==> src/core/als_params.svh <==
`ifndef ALS_PARAMS_SVH
`define ALS_PARAMS_SVH
// ****************************************
// device configuration addresses
// ****************************************
`define ALS_A_LINK   4'h0
`define ALS_A_CAL    4'h1
`define ALS_A_FMT    4'h2
`define ALS_A_KM1    4'h3
`define ALS_A_SYNC   4'h4
`define ALS_A_CALOPT 4'h5
`define ALS_A_OVR    4'h6
`define ALS_A_OVRTH  4'h7
`define ALS_A_TRIG   4'h8
`define ALS_A_SRCHK  4'h9
`define ALS_A_STAT   4'hA
// device status bits
`define ALS_ST_SR_OK   0
`define ALS_ST_CALBSY  1
`define ALS_ST_CALDONE 2
`define ALS_ST_LINKUP  3
// ****************************************
// controller register map
// ****************************************
`define ALS_O_CTRL 12'h000
`define ALS_O_CFG  12'h004
`define ALS_O_STAT 12'h008
`define ALS_F_FMT   4:0
`define ALS_F_KM1   12:8
`define ALS_F_SYNC  16
`define ALS_F_CALOP 18:17
`define ALS_F_OVR   19
`define ALS_F_OVRTH 31:24
`define ALS_RST_CFG 32'h0000_0700
`define ALS_RST_KM1 5'h07
// ****************************************
// timing
// ****************************************
`define ALS_CLK_NS      8
`define ALS_RST_NS      1000
`define ALS_RST_CYC     ((`ALS_RST_NS + `ALS_CLK_NS - 1) / `ALS_CLK_NS)
`define ALS_SETTLE_NS   2000
`define ALS_SETTLE_CYC  ((`ALS_SETTLE_NS + `ALS_CLK_NS - 1) / `ALS_CLK_NS)
`define ALS_CAL_CYC     7'h40
`define ALS_SR_EDGES    3'h4
`define ALS_ILAS_MF     3'h4
`define ALS_POLL_MAX    16'h0FA0
`endif

==> src/core/als_pkg.sv <==
`default_nettype none
package als_pkg;
    typedef enum logic [2:0] {L_HALT, L_WAIT, L_CGS, L_ILAS, L_DATA} als_link_e;
    typedef enum logic [1:0] {C_HALT, C_IDLE, C_RUN} als_cal_e;
    typedef enum logic [4:0] {
        H_IDLE, H_RESET, H_CLKWAIT, H_LINK_OFF, H_CAL_OFF, H_FMT, H_KM1,
        H_SYNC, H_CALOPT, H_CAL_ON, H_OVR, H_OVRTH, H_SR_ON, H_SR_CHK,
        H_SR_POLL, H_LINK_ON, H_TRIG0, H_TRIG1, H_DONE, H_ERR
    } als_host_e;

    typedef struct packed {
        logic       ack;
        logic [7:0] rdata;
        logic       link_run;
        logic       cal_run;
        logic [4:0] fmt;
        logic [4:0] km1;
        logic       sync_src;
        logic [1:0] cal_opt;
        logic       overrange_enable;
        logic [7:0] ovr_th;
        logic       trig;
        logic       sr_chk;
        logic [2:0] sr_cnt;
        logic       sysref_q;
        logic       sr_ok;
        als_link_e  link;
        logic [7:0] ilas_cnt;
        als_cal_e   cal;
        logic [6:0] cal_cnt;
        logic       cal_done;
        logic       ovr;
    } als_dev_s;

    typedef struct packed {
        logic [31:0] cfg;
        logic [31:0] prdata;
        logic        done;
        logic        err;
        als_host_e   st;
        logic [15:0] cnt;
        logic [15:0] polls;
        logic        req;
        logic        we;
        logic [3:0]  addr;
        logic [7:0]  wdata;
        logic [7:0]  dstat;
        logic        dev_rst_n;
        logic        sr_cont;
    } als_host_s;
endpackage : als_pkg
`default_nettype wire

==> src/core/als_cfg_if.sv <==
`timescale 1ns/1ps
`default_nettype none
interface als_cfg_if (input wire logic pclk, input wire logic presetn);
    logic       dev_rst_n;
    logic       req;
    logic       we;
    logic [3:0] addr;
    logic [7:0] wdata;
    logic       ack;
    logic [7:0] rdata;

    modport dev  (input dev_rst_n, req, we, addr, wdata, output ack, rdata);
    modport host (output dev_rst_n, req, we, addr, wdata, input ack, rdata);
endinterface : als_cfg_if
`default_nettype wire

==> src/core/als_host_end.sv <==
`timescale 1ns/1ps
`default_nettype none
`include "als_params.svh"
module als_host_end import als_pkg::*; (
    // apb slave
    input  wire logic        pclk,
    input  wire logic        presetn,
    input  wire logic        psel,
    input  wire logic        penable,
    input  wire logic        pwrite,
    input  wire logic [11:0] paddr,
    input  wire logic [31:0] pwdata,
    output logic [31:0]      prdata,
    output logic             pready,
    output logic             pslverr,
    // system
    input  wire logic        clk_stable,
    output logic             sysref_cont_en,
    output logic             busy,
    // device configuration port
    als_cfg_if.host          cfg
);
    als_host_s r;
    als_host_s n;
    logic      setup;
    logic      access;
    logic      mapped;
    logic      running;
    logic      start;
    logic [11:0] wv;

    // address and data of a step's device write
    function automatic logic [11:0] step_write(input als_host_e s, input logic [31:0] c);
        logic [11:0] v;
        v = 12'h000;
        case (s)
            H_LINK_OFF: v = {`ALS_A_LINK, 8'h00};
            H_CAL_OFF:  v = {`ALS_A_CAL, 8'h00};
            H_FMT:      v = {`ALS_A_FMT, 3'h0, c[`ALS_F_FMT]};
            H_KM1:      v = {`ALS_A_KM1, 3'h0, c[`ALS_F_KM1]};
            H_SYNC:     v = {`ALS_A_SYNC, 7'h00, c[`ALS_F_SYNC]};
            H_CALOPT:   v = {`ALS_A_CALOPT, 6'h00, c[`ALS_F_CALOP]};
            H_CAL_ON:   v = {`ALS_A_CAL, 8'h01};
            H_OVR:      v = {`ALS_A_OVR, 7'h00, c[`ALS_F_OVR]};
            H_OVRTH:    v = {`ALS_A_OVRTH, c[`ALS_F_OVRTH]};
            H_SR_CHK:   v = {`ALS_A_SRCHK, 8'h01};
            H_LINK_ON:  v = {`ALS_A_LINK, 8'h01};
            H_TRIG0:    v = {`ALS_A_TRIG, 8'h00};
            H_TRIG1:    v = {`ALS_A_TRIG, 8'h01};
            default:    v = 12'h000;
        endcase
        return v;
    endfunction : step_write

    // fixed order of the start-up walk
    function automatic als_host_e next_step(input als_host_e s);
        als_host_e t;
        t = H_IDLE;
        case (s)
            H_LINK_OFF: t = H_CAL_OFF;
            H_CAL_OFF:  t = H_FMT;
            H_FMT:      t = H_KM1;
            H_KM1:      t = H_SYNC;
            H_SYNC:     t = H_CALOPT;
            H_CALOPT:   t = H_CAL_ON;
            H_CAL_ON:   t = H_OVR;
            H_OVR:      t = H_OVRTH;
            H_OVRTH:    t = H_SR_ON;
            H_SR_CHK:   t = H_SR_POLL;
            H_LINK_ON:  t = H_TRIG0;
            H_TRIG0:    t = H_TRIG1;
            H_TRIG1:    t = H_DONE;
            default:    t = H_IDLE;
        endcase
        return t;
    endfunction : next_step

    function automatic logic is_write_step(input als_host_e s);
        logic w;
        w = 1'b0;
        case (s)
            H_LINK_OFF, H_CAL_OFF, H_FMT, H_KM1, H_SYNC, H_CALOPT,
            H_CAL_ON, H_OVR, H_OVRTH, H_SR_CHK, H_LINK_ON,
            H_TRIG0, H_TRIG1: w = 1'b1;
            default: w = 1'b0;
        endcase
        return w;
    endfunction : is_write_step

    always_comb
    begin
        n       = r;
        setup   = psel & ~penable;
        access  = psel & penable;
        mapped  = (paddr == `ALS_O_CTRL) || (paddr == `ALS_O_CFG)
                  || (paddr == `ALS_O_STAT);
        running = (r.st != H_IDLE) && (r.st != H_DONE) && (r.st != H_ERR);
        start   = access & pwrite & (paddr == `ALS_O_CTRL) & pwdata[0] & ~running;
        wv      = step_write(r.st, r.cfg);
        // ****************************************
        // apb registers
        // ****************************************
        if (setup)
        begin
            case (paddr)
                `ALS_O_CTRL: n.prdata = {31'h0, running};
                `ALS_O_CFG:  n.prdata = r.cfg;
                `ALS_O_STAT: n.prdata = {8'h00, r.dstat, 3'h0, r.st, 5'h00,
                                         r.err, r.done, running};
                default:     n.prdata = 32'h0000_0000;
            endcase
        end
        // settings frozen while a walk runs
        if (access && pwrite && paddr == `ALS_O_CFG && !running)
        begin
            n.cfg = pwdata;
        end
        if (start)
        begin
            n.done = 1'b0;
            n.err  = 1'b0;
            n.st   = H_RESET;
            n.cnt  = 16'h0000;
        end
        // ****************************************
        // start-up walk
        // ****************************************
        case (r.st)
            H_IDLE, H_DONE, H_ERR: ;
            H_RESET:
            begin
                n.dev_rst_n = 1'b0;
                n.sr_cont   = 1'b0;
                n.cnt       = r.cnt + 16'h0001;
                if (r.cnt == 16'(`ALS_RST_CYC - 1))
                begin
                    n.dev_rst_n = 1'b1;
                    n.st        = H_CLKWAIT;
                end
            end
            // no writes before clock is stable
            H_CLKWAIT: if (clk_stable) n.st = H_LINK_OFF;
            H_SR_ON:
            begin
                n.sr_cont = 1'b1;
                n.cnt     = r.cnt + 16'h0001;
                if (r.cnt == 16'(`ALS_SETTLE_CYC - 1))
                begin
                    n.st = H_SR_CHK;
                end
            end
            H_SR_POLL:
            begin
                if (!r.req)
                begin
                    n.req  = 1'b1;
                    n.we   = 1'b0;
                    n.addr = `ALS_A_STAT;
                end
                else if (cfg.ack)
                begin
                    n.req   = 1'b0;
                    n.dstat = cfg.rdata;
                    n.polls = r.polls + 16'h0001;
                    if (cfg.rdata[`ALS_ST_SR_OK])
                    begin
                        n.st = H_LINK_ON;
                    end
                    else if (r.polls == `ALS_POLL_MAX - 16'h0001)
                    begin
                        n.st = H_ERR;
                    end
                end
            end
            default:
            begin
                if (is_write_step(r.st))
                begin
                    if (!r.req)
                    begin
                        n.req   = 1'b1;
                        n.we    = 1'b1;
                        n.addr  = wv[11:8];
                        n.wdata = wv[7:0];
                    end
                    else if (cfg.ack)
                    begin
                        n.req = 1'b0;
                        n.st  = next_step(r.st);
                    end
                end
                else
                begin
                    n.st = H_IDLE;
                end
            end
        endcase
        if (r.st == H_SR_ON || r.st == H_RESET)
        begin
            n.polls = 16'h0000;
        end
        if (next_step(r.st) == H_DONE && r.req && cfg.ack)
        begin
            n.done = 1'b1;
        end
        if (r.st == H_SR_POLL && n.st == H_ERR)
        begin
            n.err = 1'b1;
        end
        if (r.st != n.st)
        begin
            n.cnt = 16'h0000;
        end
    end

    always_ff @(posedge pclk or negedge presetn)
    begin
        if (!presetn)
        begin
            r           <= '0;
            r.cfg       <= `ALS_RST_CFG;
            r.dev_rst_n <= 1'b1;
        end
        else
        begin
            r <= n;
        end
    end

    // zero wait states: read data is captured in the setup cycle
    assign prdata         = r.prdata;
    assign pready         = 1'b1;
    assign pslverr        = psel & penable & ~mapped;
    assign sysref_cont_en = r.sr_cont;
    assign busy           = (r.st != H_IDLE) && (r.st != H_DONE) && (r.st != H_ERR);
    assign cfg.dev_rst_n  = r.dev_rst_n;
    assign cfg.req        = r.req;
    assign cfg.we         = r.we;
    assign cfg.addr       = r.addr;
    assign cfg.wdata      = r.wdata;
endmodule : als_host_end
`default_nettype wire

==> src/flat_wrapper.sv <==
// flat-port wrapper written by rule: the top's interface ports become plain ports
module als_host_end_flat import als_pkg::*;
  (pclk, presetn, psel, penable, pwrite, paddr, pwdata, prdata, pready, pslverr, clk_stable, sysref_cont_en, busy, cfg_dev_rst_n, cfg_req, cfg_we, cfg_addr, cfg_wdata, cfg_ack, cfg_rdata);
  als_cfg_if cfg_i (.pclk(pclk), .presetn(presetn));
  input  wire logic pclk;
  input  wire logic presetn;
  input  wire logic psel;
  input  wire logic penable;
  input  wire logic pwrite;
  input  wire logic [11:0] paddr;
  input  wire logic [31:0] pwdata;
  output logic [31:0] prdata;
  output logic pready;
  output logic pslverr;
  input  wire logic clk_stable;
  output logic sysref_cont_en;
  output logic busy;
  output wire logic [$bits(cfg_i.dev_rst_n)-1:0] cfg_dev_rst_n;
  output wire logic [$bits(cfg_i.req)-1:0] cfg_req;
  output wire logic [$bits(cfg_i.we)-1:0] cfg_we;
  output wire logic [$bits(cfg_i.addr)-1:0] cfg_addr;
  output wire logic [$bits(cfg_i.wdata)-1:0] cfg_wdata;
  input wire logic [$bits(cfg_i.ack)-1:0] cfg_ack;
  input wire logic [$bits(cfg_i.rdata)-1:0] cfg_rdata;
  assign cfg_dev_rst_n = cfg_i.dev_rst_n;
  assign cfg_req = cfg_i.req;
  assign cfg_we = cfg_i.we;
  assign cfg_addr = cfg_i.addr;
  assign cfg_wdata = cfg_i.wdata;
  assign cfg_i.ack = cfg_ack;
  assign cfg_i.rdata = cfg_rdata;
  als_host_end u_core (.pclk(pclk), .presetn(presetn), .psel(psel), .penable(penable), .pwrite(pwrite), .paddr(paddr), .pwdata(pwdata), .prdata(prdata), .pready(pready), .pslverr(pslverr), .clk_stable(clk_stable), .sysref_cont_en(sysref_cont_en), .busy(busy), .cfg(cfg_i));
endmodule
==> config.mk <==
export PLATFORM = sky130hd
export DESIGN_NAME = als_host_end_flat
export DESIGN_NICKNAME = d
export VERILOG_FILES = /design/src/core/als_pkg.sv /design/src/core/als_cfg_if.sv /design/src/core/als_host_end.sv /design/src/flat_wrapper.sv
export VERILOG_INCLUDE_DIRS = /design/src /design/src/core
export SDC_FILE = /design/constraint.sdc
export NUM_CORES = 1
export LEC_CHECK = 0
export BUFFER_PORTS_ARGS = -buffer_cell sky130_fd_sc_hd__buf_2
export CORE_ASPECT_RATIO = 1.2
export CORE_MARGIN = 4
export CORE_UTILIZATION = 55
export DETAILED_ROUTE_END_ITERATION = 6
export HOLD_SLACK_MARGIN = 0.08
export PLACE_DENSITY = 0.81
export SYNTH_ARGS = -nofsm -noshare
export SYNTH_HDL_FRONTEND = slang
export SYNTH_SLANG_ARGS = --single-unit
export TNS_END_PERCENT = 20
==> constraint.sdc <==
create_clock -name pclk -period 6.34 [get_ports pclk]
set_clock_uncertainty 0.1 [all_clocks]
set_input_delay 1.585 -clock pclk [delete_from_list [all_inputs] [get_ports pclk]]
set_output_delay 1.585 -clock pclk [all_outputs]
set_load 0.02 [all_outputs]
======== Yosys cells after proc, flatten, opt, wreduce, memory -nomap -nowiden ========
Memory sizes are Yosys's and may differ from the RTL's.
Cells that the tools add are included.
Widths: inputs -> output; s select.
word-level totals
  register bits after elaboration ......... 127
  output and inout port bits .............. 51
  input port bits ......................... 59
  ROM bits ................................ 352
  memories ................................ 3
  logic and storage cells ................. 124
cells by class
  bitwise operators ....................... 13
  add/sub/neg operators ................... 2
  equality and inequality tests ........... 28
  reduce and logical (&&, ||, !) cells .... 32
  multiplexer cells ....................... 32
memories
  name             words  width  read ports  clocked after Yosys merged registers in  wr ports  line                source
  (no name shown)  32     5      1           0                                        0         als_host_end.sv:59  case (s)
  (no name shown)  32     5      1           0                                        0         als_host_end.sv:59
  (no name shown)  32     1      1           0                                        0         als_host_end.sv:81  case (s)
operators by type and width
  operator               number
  $pmux 12 s12           1
  $pmux 32 s3            1
  $mux 16                5
  $mux 5                 11
  $eq 5x4->1 const B     8
  $add 16x1->16 const B  2
  $eq 5x5->1 const B     6
  $pmux 5 s5             1
  $mux 23                1
  $eq 5x3->1 const B     4
  $mux 17                1
  $eq 16x12->1 const B   1
  $eq 16x7->1 const B    1
  $eq 16x8->1 const B    1
  $mux 14                1
  $reduce_bool 2->1      7
  $mux 13                1
  $eq 12x3->1 const B    1
  $eq 12x4->1 const B    1
  $logic_not 12->1       1
  $pmux 6 s2             1
  $reduce_and 3->1       4
  $ne 5x5->1 const B     2
  $logic_and 1x1->1      8
  other kinds (17)       36

======== Logic depth before layout (Yosys ltp) ========
Gate-level depths: netlist of the first run.
  word-level depth ........................ 14
  depth in mapped cells ................... 12
  depth with buffers taken out ............ 10

======== Least setup slack after synthesis of the first run ========
Ideal clock, no wire load.
  kind .................................... in2out
  start point ............................. input port paddr[9]
  end point ............................... output port pslverr
  arrival ................................. 2.418 ns
  buffers on the path ..................... 0
  required time ........................... 4.655 ns
  slack ................................... 2.237 ns
  stages on the path ...................... 4
  path through ............................ nor4_2 > nand3_1 > o21ai_0 > nor2_1
between the ends
  longest elaborated chain between the ends .. 5
  elaborated cells between the ends (all ways) .. 7
  classes of those cells .................. eq/ne: 2; bitwise: 2; reduce/logical: 3
ends and longest elaborated chain
  what                                                       line                 source
  from (decl)                                                flat_wrapper.sv:10   input wire logic [11:0] paddr;
  $eq 12x3->1 (no line) or $logic_not 12->1 (tied branches)  -
  $logic_or 1x1->1                                           als_host_end.sv:95   mapped = (paddr == `ALS_O_CTRL) || (paddr == `ALS_O_CFG)
  $logic_or 1x1->1 (*)                                       als_host_end.sv:95
  $not 1->1 (*)                                              als_host_end.sv:233  assign pslverr = psel & penable & ~mapped;
  $and 1x1->1 (*)                                            als_host_end.sv:233
  to (decl)                                                  flat_wrapper.sv:14   output logic pslverr;
Every way passes the cells marked *; elsewhere a longest branch is shown, timed or not.

======== Worst setup path in the final report of the first run ========
Same ends and word-level chain as after synthesis.

==> results of run 1 <==
==> power by group <==
| part | internal (mW) | switching (mW) | total [mW] |
|---|---|---|---|
| sequential | 0.838 | 0.0483 | 0.886 |
| clock | 0.604 | 0.399 | 1.00 |
| combinational | 0.191 | 0.427 | 0.618 |
| total | 1.63 | 0.875 | 2.51 |
==> metrics by stage <==
step | util, % | total power, mW | cells | hold slack (ns)
final | 62.86 | 2.509 | 986 | 0.3738
after global routing | 62.86 | 2.621 | 986 | 0.3958
after CTS | 62.86 | 2.516 | 986 | 0.3774
after detailed placement | 58.00 | 1.507 | 954 | 0.3646
after global placement | 58.00 | 1.500 | 954 | 0.3552
after floorplan | - | 1.371 | 761 | 0.3465
==> cell type report <==
type / instances / area share, %
clock buffers: 18 / 5.540
clock inverters: 14 / 2.194
inverters: 15 / 0.7102
multi-input cells: 534 / 41.40
flip-flops and latches: 127 / 40.15
well taps: 164 / 2.588
repair buffers: 114 / 7.418
==> cells by family (layout without fill, tap and decap cells) <==
| group | Yosys count | after routing | synth area share [%] |
|---|---|---|---|
| AOI/OAI and AO/OA | 175 | 175 | 16.15 |
| xor gates and xnor gates | 9 | 9 | 1.119 |
| adders and majority gates | 9 | 9 | 1.599 |
| buffers and inverters | 100 | 161 | 8.295 |
| DFF | 127 | 127 | 45.19 |
| muxes | 35 | 35 | 5.560 |
| other | 1 | 1 | 0.05323 |
| and+or+nand+nor | 305 | 305 | 22.04 |
==> cell usage after synthesis, types with 5 or more instances <==
cell type / count / area (sq um)
ha_1: 9 / 112.6
clkbuf_1: 23 / 86.33
nor2_1: 51 / 191.4
nand2_1: 125 / 469.2
nand2b_1: 7 / 43.79
buf_2: 11 / 55.05
nand4_1: 12 / 75.07
and3_1: 10 / 62.56
and4b_1: 6 / 60.06
nor3_1: 18 / 90.09
nor2b_1: 7 / 43.79
inv_1: 14 / 52.55
nor4_1: 7 / 43.79
a21oi_1: 20 / 100.1
a22oi_1: 22 / 165.2
nor3b_1: 8 / 60.06
a22o_1: 5 / 43.79
o22ai_1: 6 / 37.54
nand3_1: 19 / 95.09
xor2_1: 6 / 52.55
nor3_2: 9 / 90.09
dfrtp_1: 123 / 3078
o21ai_0: 76 / 380.4
buf_4: 45 / 337.8
mux2_2: 33 / 371.6
==> layer usage <==
layer | routed length [microns] | share of wire [%]
met4 | 655 | 3.7
met5 | 0 | 0
met1 | 7093 | 40
met2 | 8761 | 50
met3 | 1100 | 6.2
==> tightest hold or removal path, cell delays in order, from the launching register on <==
cell and delay [ns]:
dfrtp_1 0.34, nand2_1 0.05, o21ai_0 0.06
==> how the worst min path moves through the flow <==
stage                                                 end                            start  slack, ns
final                        u_core.prdata[6]$_DFFE_PN0P_     u_core.prdata[6]$_DFFE_PN0P_       0.37
after global routing      u_core.cfg.wdata[0]$_DFFE_PN0P_  u_core.cfg.wdata[0]$_DFFE_PN0P_       0.40
after CTS                 u_core.cfg.wdata[0]$_DFFE_PN0P_  u_core.cfg.wdata[0]$_DFFE_PN0P_       0.38
after detailed placement  u_core.cfg.wdata[0]$_DFFE_PN0P_  u_core.cfg.wdata[0]$_DFFE_PN0P_       0.36
after global placement       u_core.prdata[3]$_DFFE_PN0P_     u_core.prdata[3]$_DFFE_PN0P_       0.36
after floorplan                   u_core.r[2]$_DFFE_PN0P_          u_core.r[2]$_DFFE_PN0P_       0.35
==> sequential cells by signal, summed over array words and instances, names as in the netlist <==
signal and flops:
u_core.r 79, u_core.cfg.wdata 8, u_core.cfg.we 1, u_core.cfg.addr 4, u_core.prdata 32, u_core.cfg.dev_rst_n 1, u_core.sysref_cont_en 1, u_core.cfg.req 1
==> results_dict.tcl, run 1 <==
set metrics [dict create \
    status "completed" \
    final_hold_viol_count 0 \
    r2r_end "u_core.r[53]$_DFFE_PN0P_" \
    overflow 0 \
    first_global_vias 5789 \
    grtUsageTotal_pct 24.01 \
    synth_area_sq_um 7044 \
    htree_levels 4 \
    grt_use_met3_pct 5.556 \
    syn_to_final_growth_pct 12.54 \
    start_util_pct 55.85 \
    tightest_slew_ns 1.122 \
    finalCriticalPeriod_ns 4.657 \
    crit_cells 6 \
    io_buffers 108 \
    reg2reg_setup_slack_ns 2.64 \
    grt_max_degree 65 \
    multi_input_comb_area_sq_um 3282 \
    postSynthCellCount 761 \
    cts_tree "built" \
    use_met1_pct 30.32 \
    max_freq_ghz 0.2147 \
    cp-start-kind "input pin" \
    die_x_microns 111.3 \
    dp_hpwl_mm 11.99 \
    setup_violations 0 \
    required_ns 4.66 \
    crit_chain "buf_2 > nor4_2 > nand3_1 > o21ai_0 > nor2_1 > buf_2" \
    insertedDiodeCount 0 \
    nNetsFinal 877 \
    power_density_nw_per_um2 316.4 \
    rsz0062_at_grt "false" \
    drt_wl_total_mm 17.61 \
    power.leakage_nw 3.701 \
    final_common_cell "nand2_1" \
    syn_area_per_cell_sq_um 9.257 \
    synthFlopType "dfrtp_1" \
    post_cts_buffers 0 \
    async_flop_share_pct 100.0 \
    first_pass_iters 5 \
    drtIter0Drc 634 \
    ys.warnings.count 0 \
    ant_nets 0 \
    via_per_inst 6.030 \
    final_max_slew_viol_count 0 \
    cp.arrival_ns 2.97 \
    cts.sinks 127 \
    finalInstanceArea_sq_um 7928 \
    route.detailed.drc 0 \
    final_cell_mix "nand2_1 (125), dfrtp_1 (123), buf_2 (107)" \
    critPathCaptureType "output pin" \
    synth.distinct_cells 77 \
    cp_common_cell "buf_2" \
    drive_gt1_share_pct 25.43 \
    syn-num-nets 829 \
    seq_area_frac_synth_pct 45.19 \
    grtUsageMet2_pct 39.40 \
    antenna_found_initial 0 \
    numCtsBuffers 17 \
    hp-class "reg2reg" \
    grt_pass1_wl_mm 28.90 \
    cts_buffer_depth 2 \
    critical_path.max_fanout 4 \
    place.gp.congestion 0.9389 \
    path_buf_inv 2 \
    hold_buffers 0 \
    cp-startpoint "paddr[9]" \
    fill_cells 1014 \
    io_pins 110 \
    ctsResizeCount 0 \
    clk_pin_slew_worst_paths_ns 0.06 \
    peakVddDrop_v 0.0001894 \
    finalCritPeriodShare_pct 73.45 \
    seqCellArea_sq_um 3183 \
    worstRegToRegCells 9 \
    ys_seq_elements 127 \
    cpPeakStageDelay_ns 0.40 \
    crit_type "in2out" \
    die_h_microns 132.0 \
    placed_cell_area_sq_um 7315 \
    timing.rr.start "u_core.r[56]$_DFF_PN0_" \
    num_rows 45 \
    routedWlPerCell_microns 17.86 \
    cp-endpoint "pslverr" \
    hold_depth 2 \
    core_sq_um 12610 \
    insertion_delay_ns 0.42 \
    dp_slack_ns 1.679 \
    synth-edff-count 0 \
    root_buffer "clkbuf_16" \
    busiest_layer "met2" \
    relSlewSlack_pct 24.94 \
    max_cap_viol_count 0 \
    cp_top_family "simple AND/OR/NAND/NOR gates" \
    vias 5946 \
    layout_setup_ws_ns 1.683 \
    die_area_sq_um 14690 \
    slowest_stage "nor4_2" \
    tns_ns 0 \
]
(Power assumes the default switching activity.)
==> inputs of run 2 (changes only) <==
clock period = 4.9 ns   (was 6.34 ns; I/O delays follow)
==> run 2 against run 1 <==
Sequential power up 30%. Critical path depth is the same. Sequential share of layout area up 0.15 points. Wire length is 1.8% lower. Hold slack lost 0.0020 ns. Clock power grew 21%. Cell count up 0.10%. Global-route usage fell by 0.39 points. First-iteration DRC count rose by 3.8%.
==> results_dict.tcl, run 2 (same netlist as run 1, synthesis figures left out) <==
set metrics [dict create \
    final_common_cell "nand2_1" \
    route.detailed.drc 0 \
    final_hold_viol_count 0 \
    worstRegToRegCells 9 \
    power_density_nw_per_um2 398.9 \
    final_max_slew_viol_count 0 \
    peakVddDrop_v 0.0002192 \
    die_area_sq_um 14690 \
    crit_type "in2out" \
    hold_depth 2 \
    regMostFlops "u_core.r" \
    htree_levels 4 \
    routedWlPerCell_microns 17.53 \
    totalPowerFinal_mw 3.151 \
    finalCriticalPeriod_ns 3.944 \
    die_x_microns 111.3 \
    drt_wl_total_mm 17.30 \
    tns_ns 0 \
    timing.rr.start "u_core.r[56]$_DFF_PN0_" \
    largest_register_ffs 79 \
    hold_start "u_core.cfg.wdata[6]$_DFFE_PN0P_" \
    antenna_found_initial 1 \
    cts_tree "built" \
    first_global_vias 5691 \
    power.leakage_nw 3.691 \
    reg2reg_setup_slack_ns 1.18 \
    cp-start-kind "input pin" \
    critical_path.max_fanout 4 \
    numCtsBuffers 17 \
    root_buffer "clkbuf_16" \
    place.gp.congestion 0.9762 \
    start_util_pct 55.85 \
    post_cts_buffers 0 \
    rsz0062_at_grt "false" \
    insertion_delay_ns 0.42 \
    max_freq_ghz 0.2535 \
    hold_end "u_core.cfg.wdata[6]$_DFFE_PN0P_" \
    nNetsFinal 878 \
    critPathCaptureType "output pin" \
    dp_slack_ns 0.9431 \
    cp.arrival_ns 2.62 \
    first_pass_iters 5 \
    setup_violations 0 \
    core_sq_um 12610 \
    finalCritPeriodShare_pct 80.49 \
    status "completed" \
    hp-class "reg2reg" \
    die_h_microns 132.0 \
    dp_hpwl_mm 12.13 \
    num_rows 45 \
    required_ns 3.58 \
    relSlewSlack_pct 29.41 \
    drtIter0Drc 658 \
    io_pins 110 \
    tightest_slew_ns 1.055 \
    clk_pin_slew_worst_paths_ns 0.06 \
    max_cap_viol_count 0 \
    io_buffers 108 \
    fill_cells 1038 \
    ant_nets 0 \
    r2r_end "u_core.r[52]$_DFFE_PN0P_" \
    hold_buffers 0 \
    cts.sinks 127 \
    syn_to_final_growth_pct 12.13 \
    grt_max_degree 68 \
    drive_gt1_share_pct 25.39 \
    via_per_inst 5.985 \
    overflow 0 \
    ctsResizeCount 0 \
    grt_pass1_wl_mm 28.42 \
    cts_buffer_depth 2 \
    whs_ns 0.3718 \
    final_cell_mix "nand2_1 (125), dfrtp_1 (123), buf_2 (107)" \
    layout_setup_ws_ns 0.9559 \
    grtUsageTotal_pct 23.62 \
    insertedDiodeCount 0 \
    vias 5907 \
]
## run 2: worst max-delay path by stage
| stage | start | endpoint | slack [ns] |
|---|---|---|---|
| after floorplan | paddr[9] | pslverr | 1.52 |
| after detailed placement | paddr[7] | u_core.r[52]$_DFFE_PN0P_ | 0.94 |
| final | paddr[7] | pslverr | 0.96 |
| after global routing | paddr[9] | pslverr | 0.91 |
| after global placement | paddr[9] | pslverr | 1.02 |
| after CTS | paddr[7] | pslverr | 0.98 |
## run 2: layout make-up
| type | instances | area, sq um | share of cell area [%] |
|---|---|---|---|
| Multi-Input combinational cell | 534 | 3279 | 41.52 |
| Sequential cell | 127 | 3183 | 40.30 |
| Timing Repair Buffer | 115 | 608.1 | 7.698 |
| Clock buffer | 17 | 425.4 | 5.386 |
| Tap cell | 164 | 205.2 | 2.598 |
| Clock inverter | 15 | 141.4 | 1.790 |
| Inverter | 15 | 56.30 | 0.7128 |
## run 2: layer usage
layer / track usage [%] / wire [microns]
met1: 29.17 / 6866
met5: 0 / 20
met3: 5.510 / 1233
met2: 39.70 / 8610
met4: 10.14 / 570
## run 2: report_power, final
part           internal [mW]  switching (mW)  total [mW]
Clock                  0.673           0.533        1.21
Combinational          0.252           0.543       0.795
Sequential              1.08          0.0663        1.15
## run 2: critical path: stages
cell     delay, ns
buf_2         0.10
nor4_2        0.41
nand3_1       0.23
o21ai_0       0.41
nor2_1        0.07
buf_2         0.17
## run 2: stage by stage
step	utilization, %	instance area, sq um	instances
floorplan	-	7044	761
global placement	58.13	7332	955
detailed placement	58.13	7332	955
CTS	62.63	7899	987
global route	62.63	7899	987
finish	62.63	7899	987
==> inputs of run 3 (changes only) <==
clock period = 3.9 ns   (was 4.9 ns; I/O delays follow)
==> run 3 against run 2 <==
Register-to-register slack lost 0.76 ns. Global-route usage grew 0.64 points. Clock power grew 36%. Setup slack lost 0.60 ns. Hold slack lost 0.0015 ns. Wire length grew 3.3%. Core utilization grew 1.2 points. Non-clock buffer count grew 15. Largest power group unchanged.
==> results_dict.tcl, run 3 (same netlist as run 1, synthesis figures left out) <==
set metrics [dict create \
    status "completed" \
    overflow 0 \
    insertedDiodeCount 0 \
    final_max_slew_viol_count 0 \
    post_cts_buffers 0 \
    p_clk_share_pct 39.8 \
    grtUsageTotal_pct 24.27 \
    io_buffers 108 \
    setup_violations 0 \
    cp-start-kind "input pin" \
    num_rows 45 \
    intPower_mw 2.686 \
    root_buffer "clkbuf_16" \
    cts_tree "built" \
    max_cap_viol_count 0 \
    die_x_microns 111.3 \
    clk_pin_slew_worst_paths_ns 0.06 \
    p_sw_mw 1.440 \
    die_h_microns 132.0 \
    whs_ns 0.3703 \
    grt_max_degree 61 \
    power_density_nw_per_um2 512.3 \
    grt_pass1_wl_mm 28.84 \
    power.leakage_nw 3.783 \
    rsz0062_at_grt "false" \
    antenna_found_initial 0 \
    final_hold_viol_count 0 \
    seqPwrFrac_pct 34.6 \
    syn_to_final_growth_pct 14.32 \
    cts_buffer_depth 2 \
    power_frac_comb_pct 25.6 \
    largest_register_ffs 79 \
    critical_path.max_fanout 3 \
    peakVddDrop_v 0.0002944 \
    finalInstanceArea_sq_um 8053 \
    relSlewSlack_pct 39.92 \
    totalPowerFinal_mw 4.126 \
    required_ns 2.82 \
    io_pins 110 \
    cts.sinks 127 \
    regMostFlops "u_core.r" \
    first_global_vias 5704 \
    final_cell_mix "nand2_1 (125), dfrtp_1 (123), buf_2 (107)" \
    finalCritPeriodShare_pct 90.87 \
    numCtsBuffers 17 \
    drive_gt1_share_pct 26.73 \
    crit_type "in2out" \
    start_util_pct 55.85 \
    ctsResizeCount 0 \
    critPathCaptureType "output pin" \
    place.gp.congestion 0.9212 \
    vias 5928 \
    hp-class "reg2reg" \
    via_per_inst 5.916 \
    die_area_sq_um 14690 \
    hold_buffers 0 \
    tns_ns 0 \
    route.detailed.drc 0 \
    drtIter0Drc 502 \
    placed_cell_area_sq_um 7445 \
    core_sq_um 12610 \
    p_sw_share_pct 34.90 \
    tightest_slew_ns 0.9011 \
    cp.arrival_ns 2.47 \
    finalCriticalPeriod_ns 3.544 \
    nNetsFinal 893 \
    htree_levels 4 \
    dp_hpwl_mm 12.36 \
    routedWlPerCell_microns 17.84 \
    ant_nets 0 \
    final_common_cell "nand2_1" \
    first_pass_iters 5 \
    max_freq_ghz 0.2822 \
    insertion_delay_ns 0.42 \
    drt_wl_total_mm 17.88 \
]
## run 3: cell count changes in the layout (fill, tap and decap cells not counted)
cell       before  now
clkinv_2        1    0
inv_6           8    6
clkbuf_8        0    1
clkinv_8        1    0
bufinv_16       0    2
inv_8           3    2
buf_4           7   22
clkinv_4        1    3
## run 3: through the flow
| stage | setup slack (ns) | cells | utilization [%] |
|---|---|---|---|
| 2_1_floorplan | 0.8216 | 761 | - |
| 6_report | 0.3563 | 1002 | 63.85 |
| 4_1_cts | 0.3732 | 1002 | 63.85 |
| 5_1_grt | 0.1764 | 1002 | 63.85 |
| 3_5_place_dp | 0.3541 | 970 | 59.03 |
| 3_3_place_gp | 0.4550 | 970 | 59.03 |
## run 3: worst max-delay path: stages
cell and delay (ns):
buf_2 0.10, nor4_2 0.38, nand3_1 0.17, buf_4 0.18
o21ai_0 0.36, nor2_1 0.12, buf_2 0.18
## run 3: layout make-up
cell class | instances | area (sq um)
fill | 1027 | 4559
inverter | 15 | 56.30
clock inverter | 14 | 168.9
multi-input combinational | 534 | 3279
sequential | 127 | 3183
tap | 164 | 205.2
timing repair buffer | 130 | 720.7
clock buffer | 18 | 439.2
## run 3: per-layer routing
metal	wire length (microns)	GRT usage [%]	vias to the layer above
met2	9003	40.68	199
met3	994	5.372	48
met5	0	0	-
met1	7190	29.68	2885
li1	-	-	2796
met4	687	11.70	0
## run 3: worst paths after layout
kind                                                 start                                to  slack, ns  cells after the start
max                                               paddr[9]                           pslverr       0.36                      7
min                        u_core.cfg.wdata[6]$_DFFE_PN0P_   u_core.cfg.wdata[6]$_DFFE_PN0P_       0.37                      2
max reg2reg                         u_core.r[57]$_DFF_PN0_          u_core.r[44]$_DFFE_PN0P_       0.42                      8
min reg2reg                u_core.cfg.wdata[6]$_DFFE_PN0P_   u_core.cfg.wdata[6]$_DFFE_PN0P_       0.37                      2
max in group asynchronous                          presetn  u_core.cfg.dev_rst_n$_DFFE_PN1P_       2.43                      2
min in group asynchronous                          presetn         u_core.r[108]$_DFFE_PN0P_       0.45                      1
## run 3: power groups by stage
stage	registers [mW]	logic, mW	clock network [mW]
CTS	1.42	1.05	1.65
global route	1.43	1.16	1.71
floorplan	1.45	0.782	0
finish	1.43	1.06	1.64
global placement	1.45	1.03	0
detailed placement	1.45	1.04	0
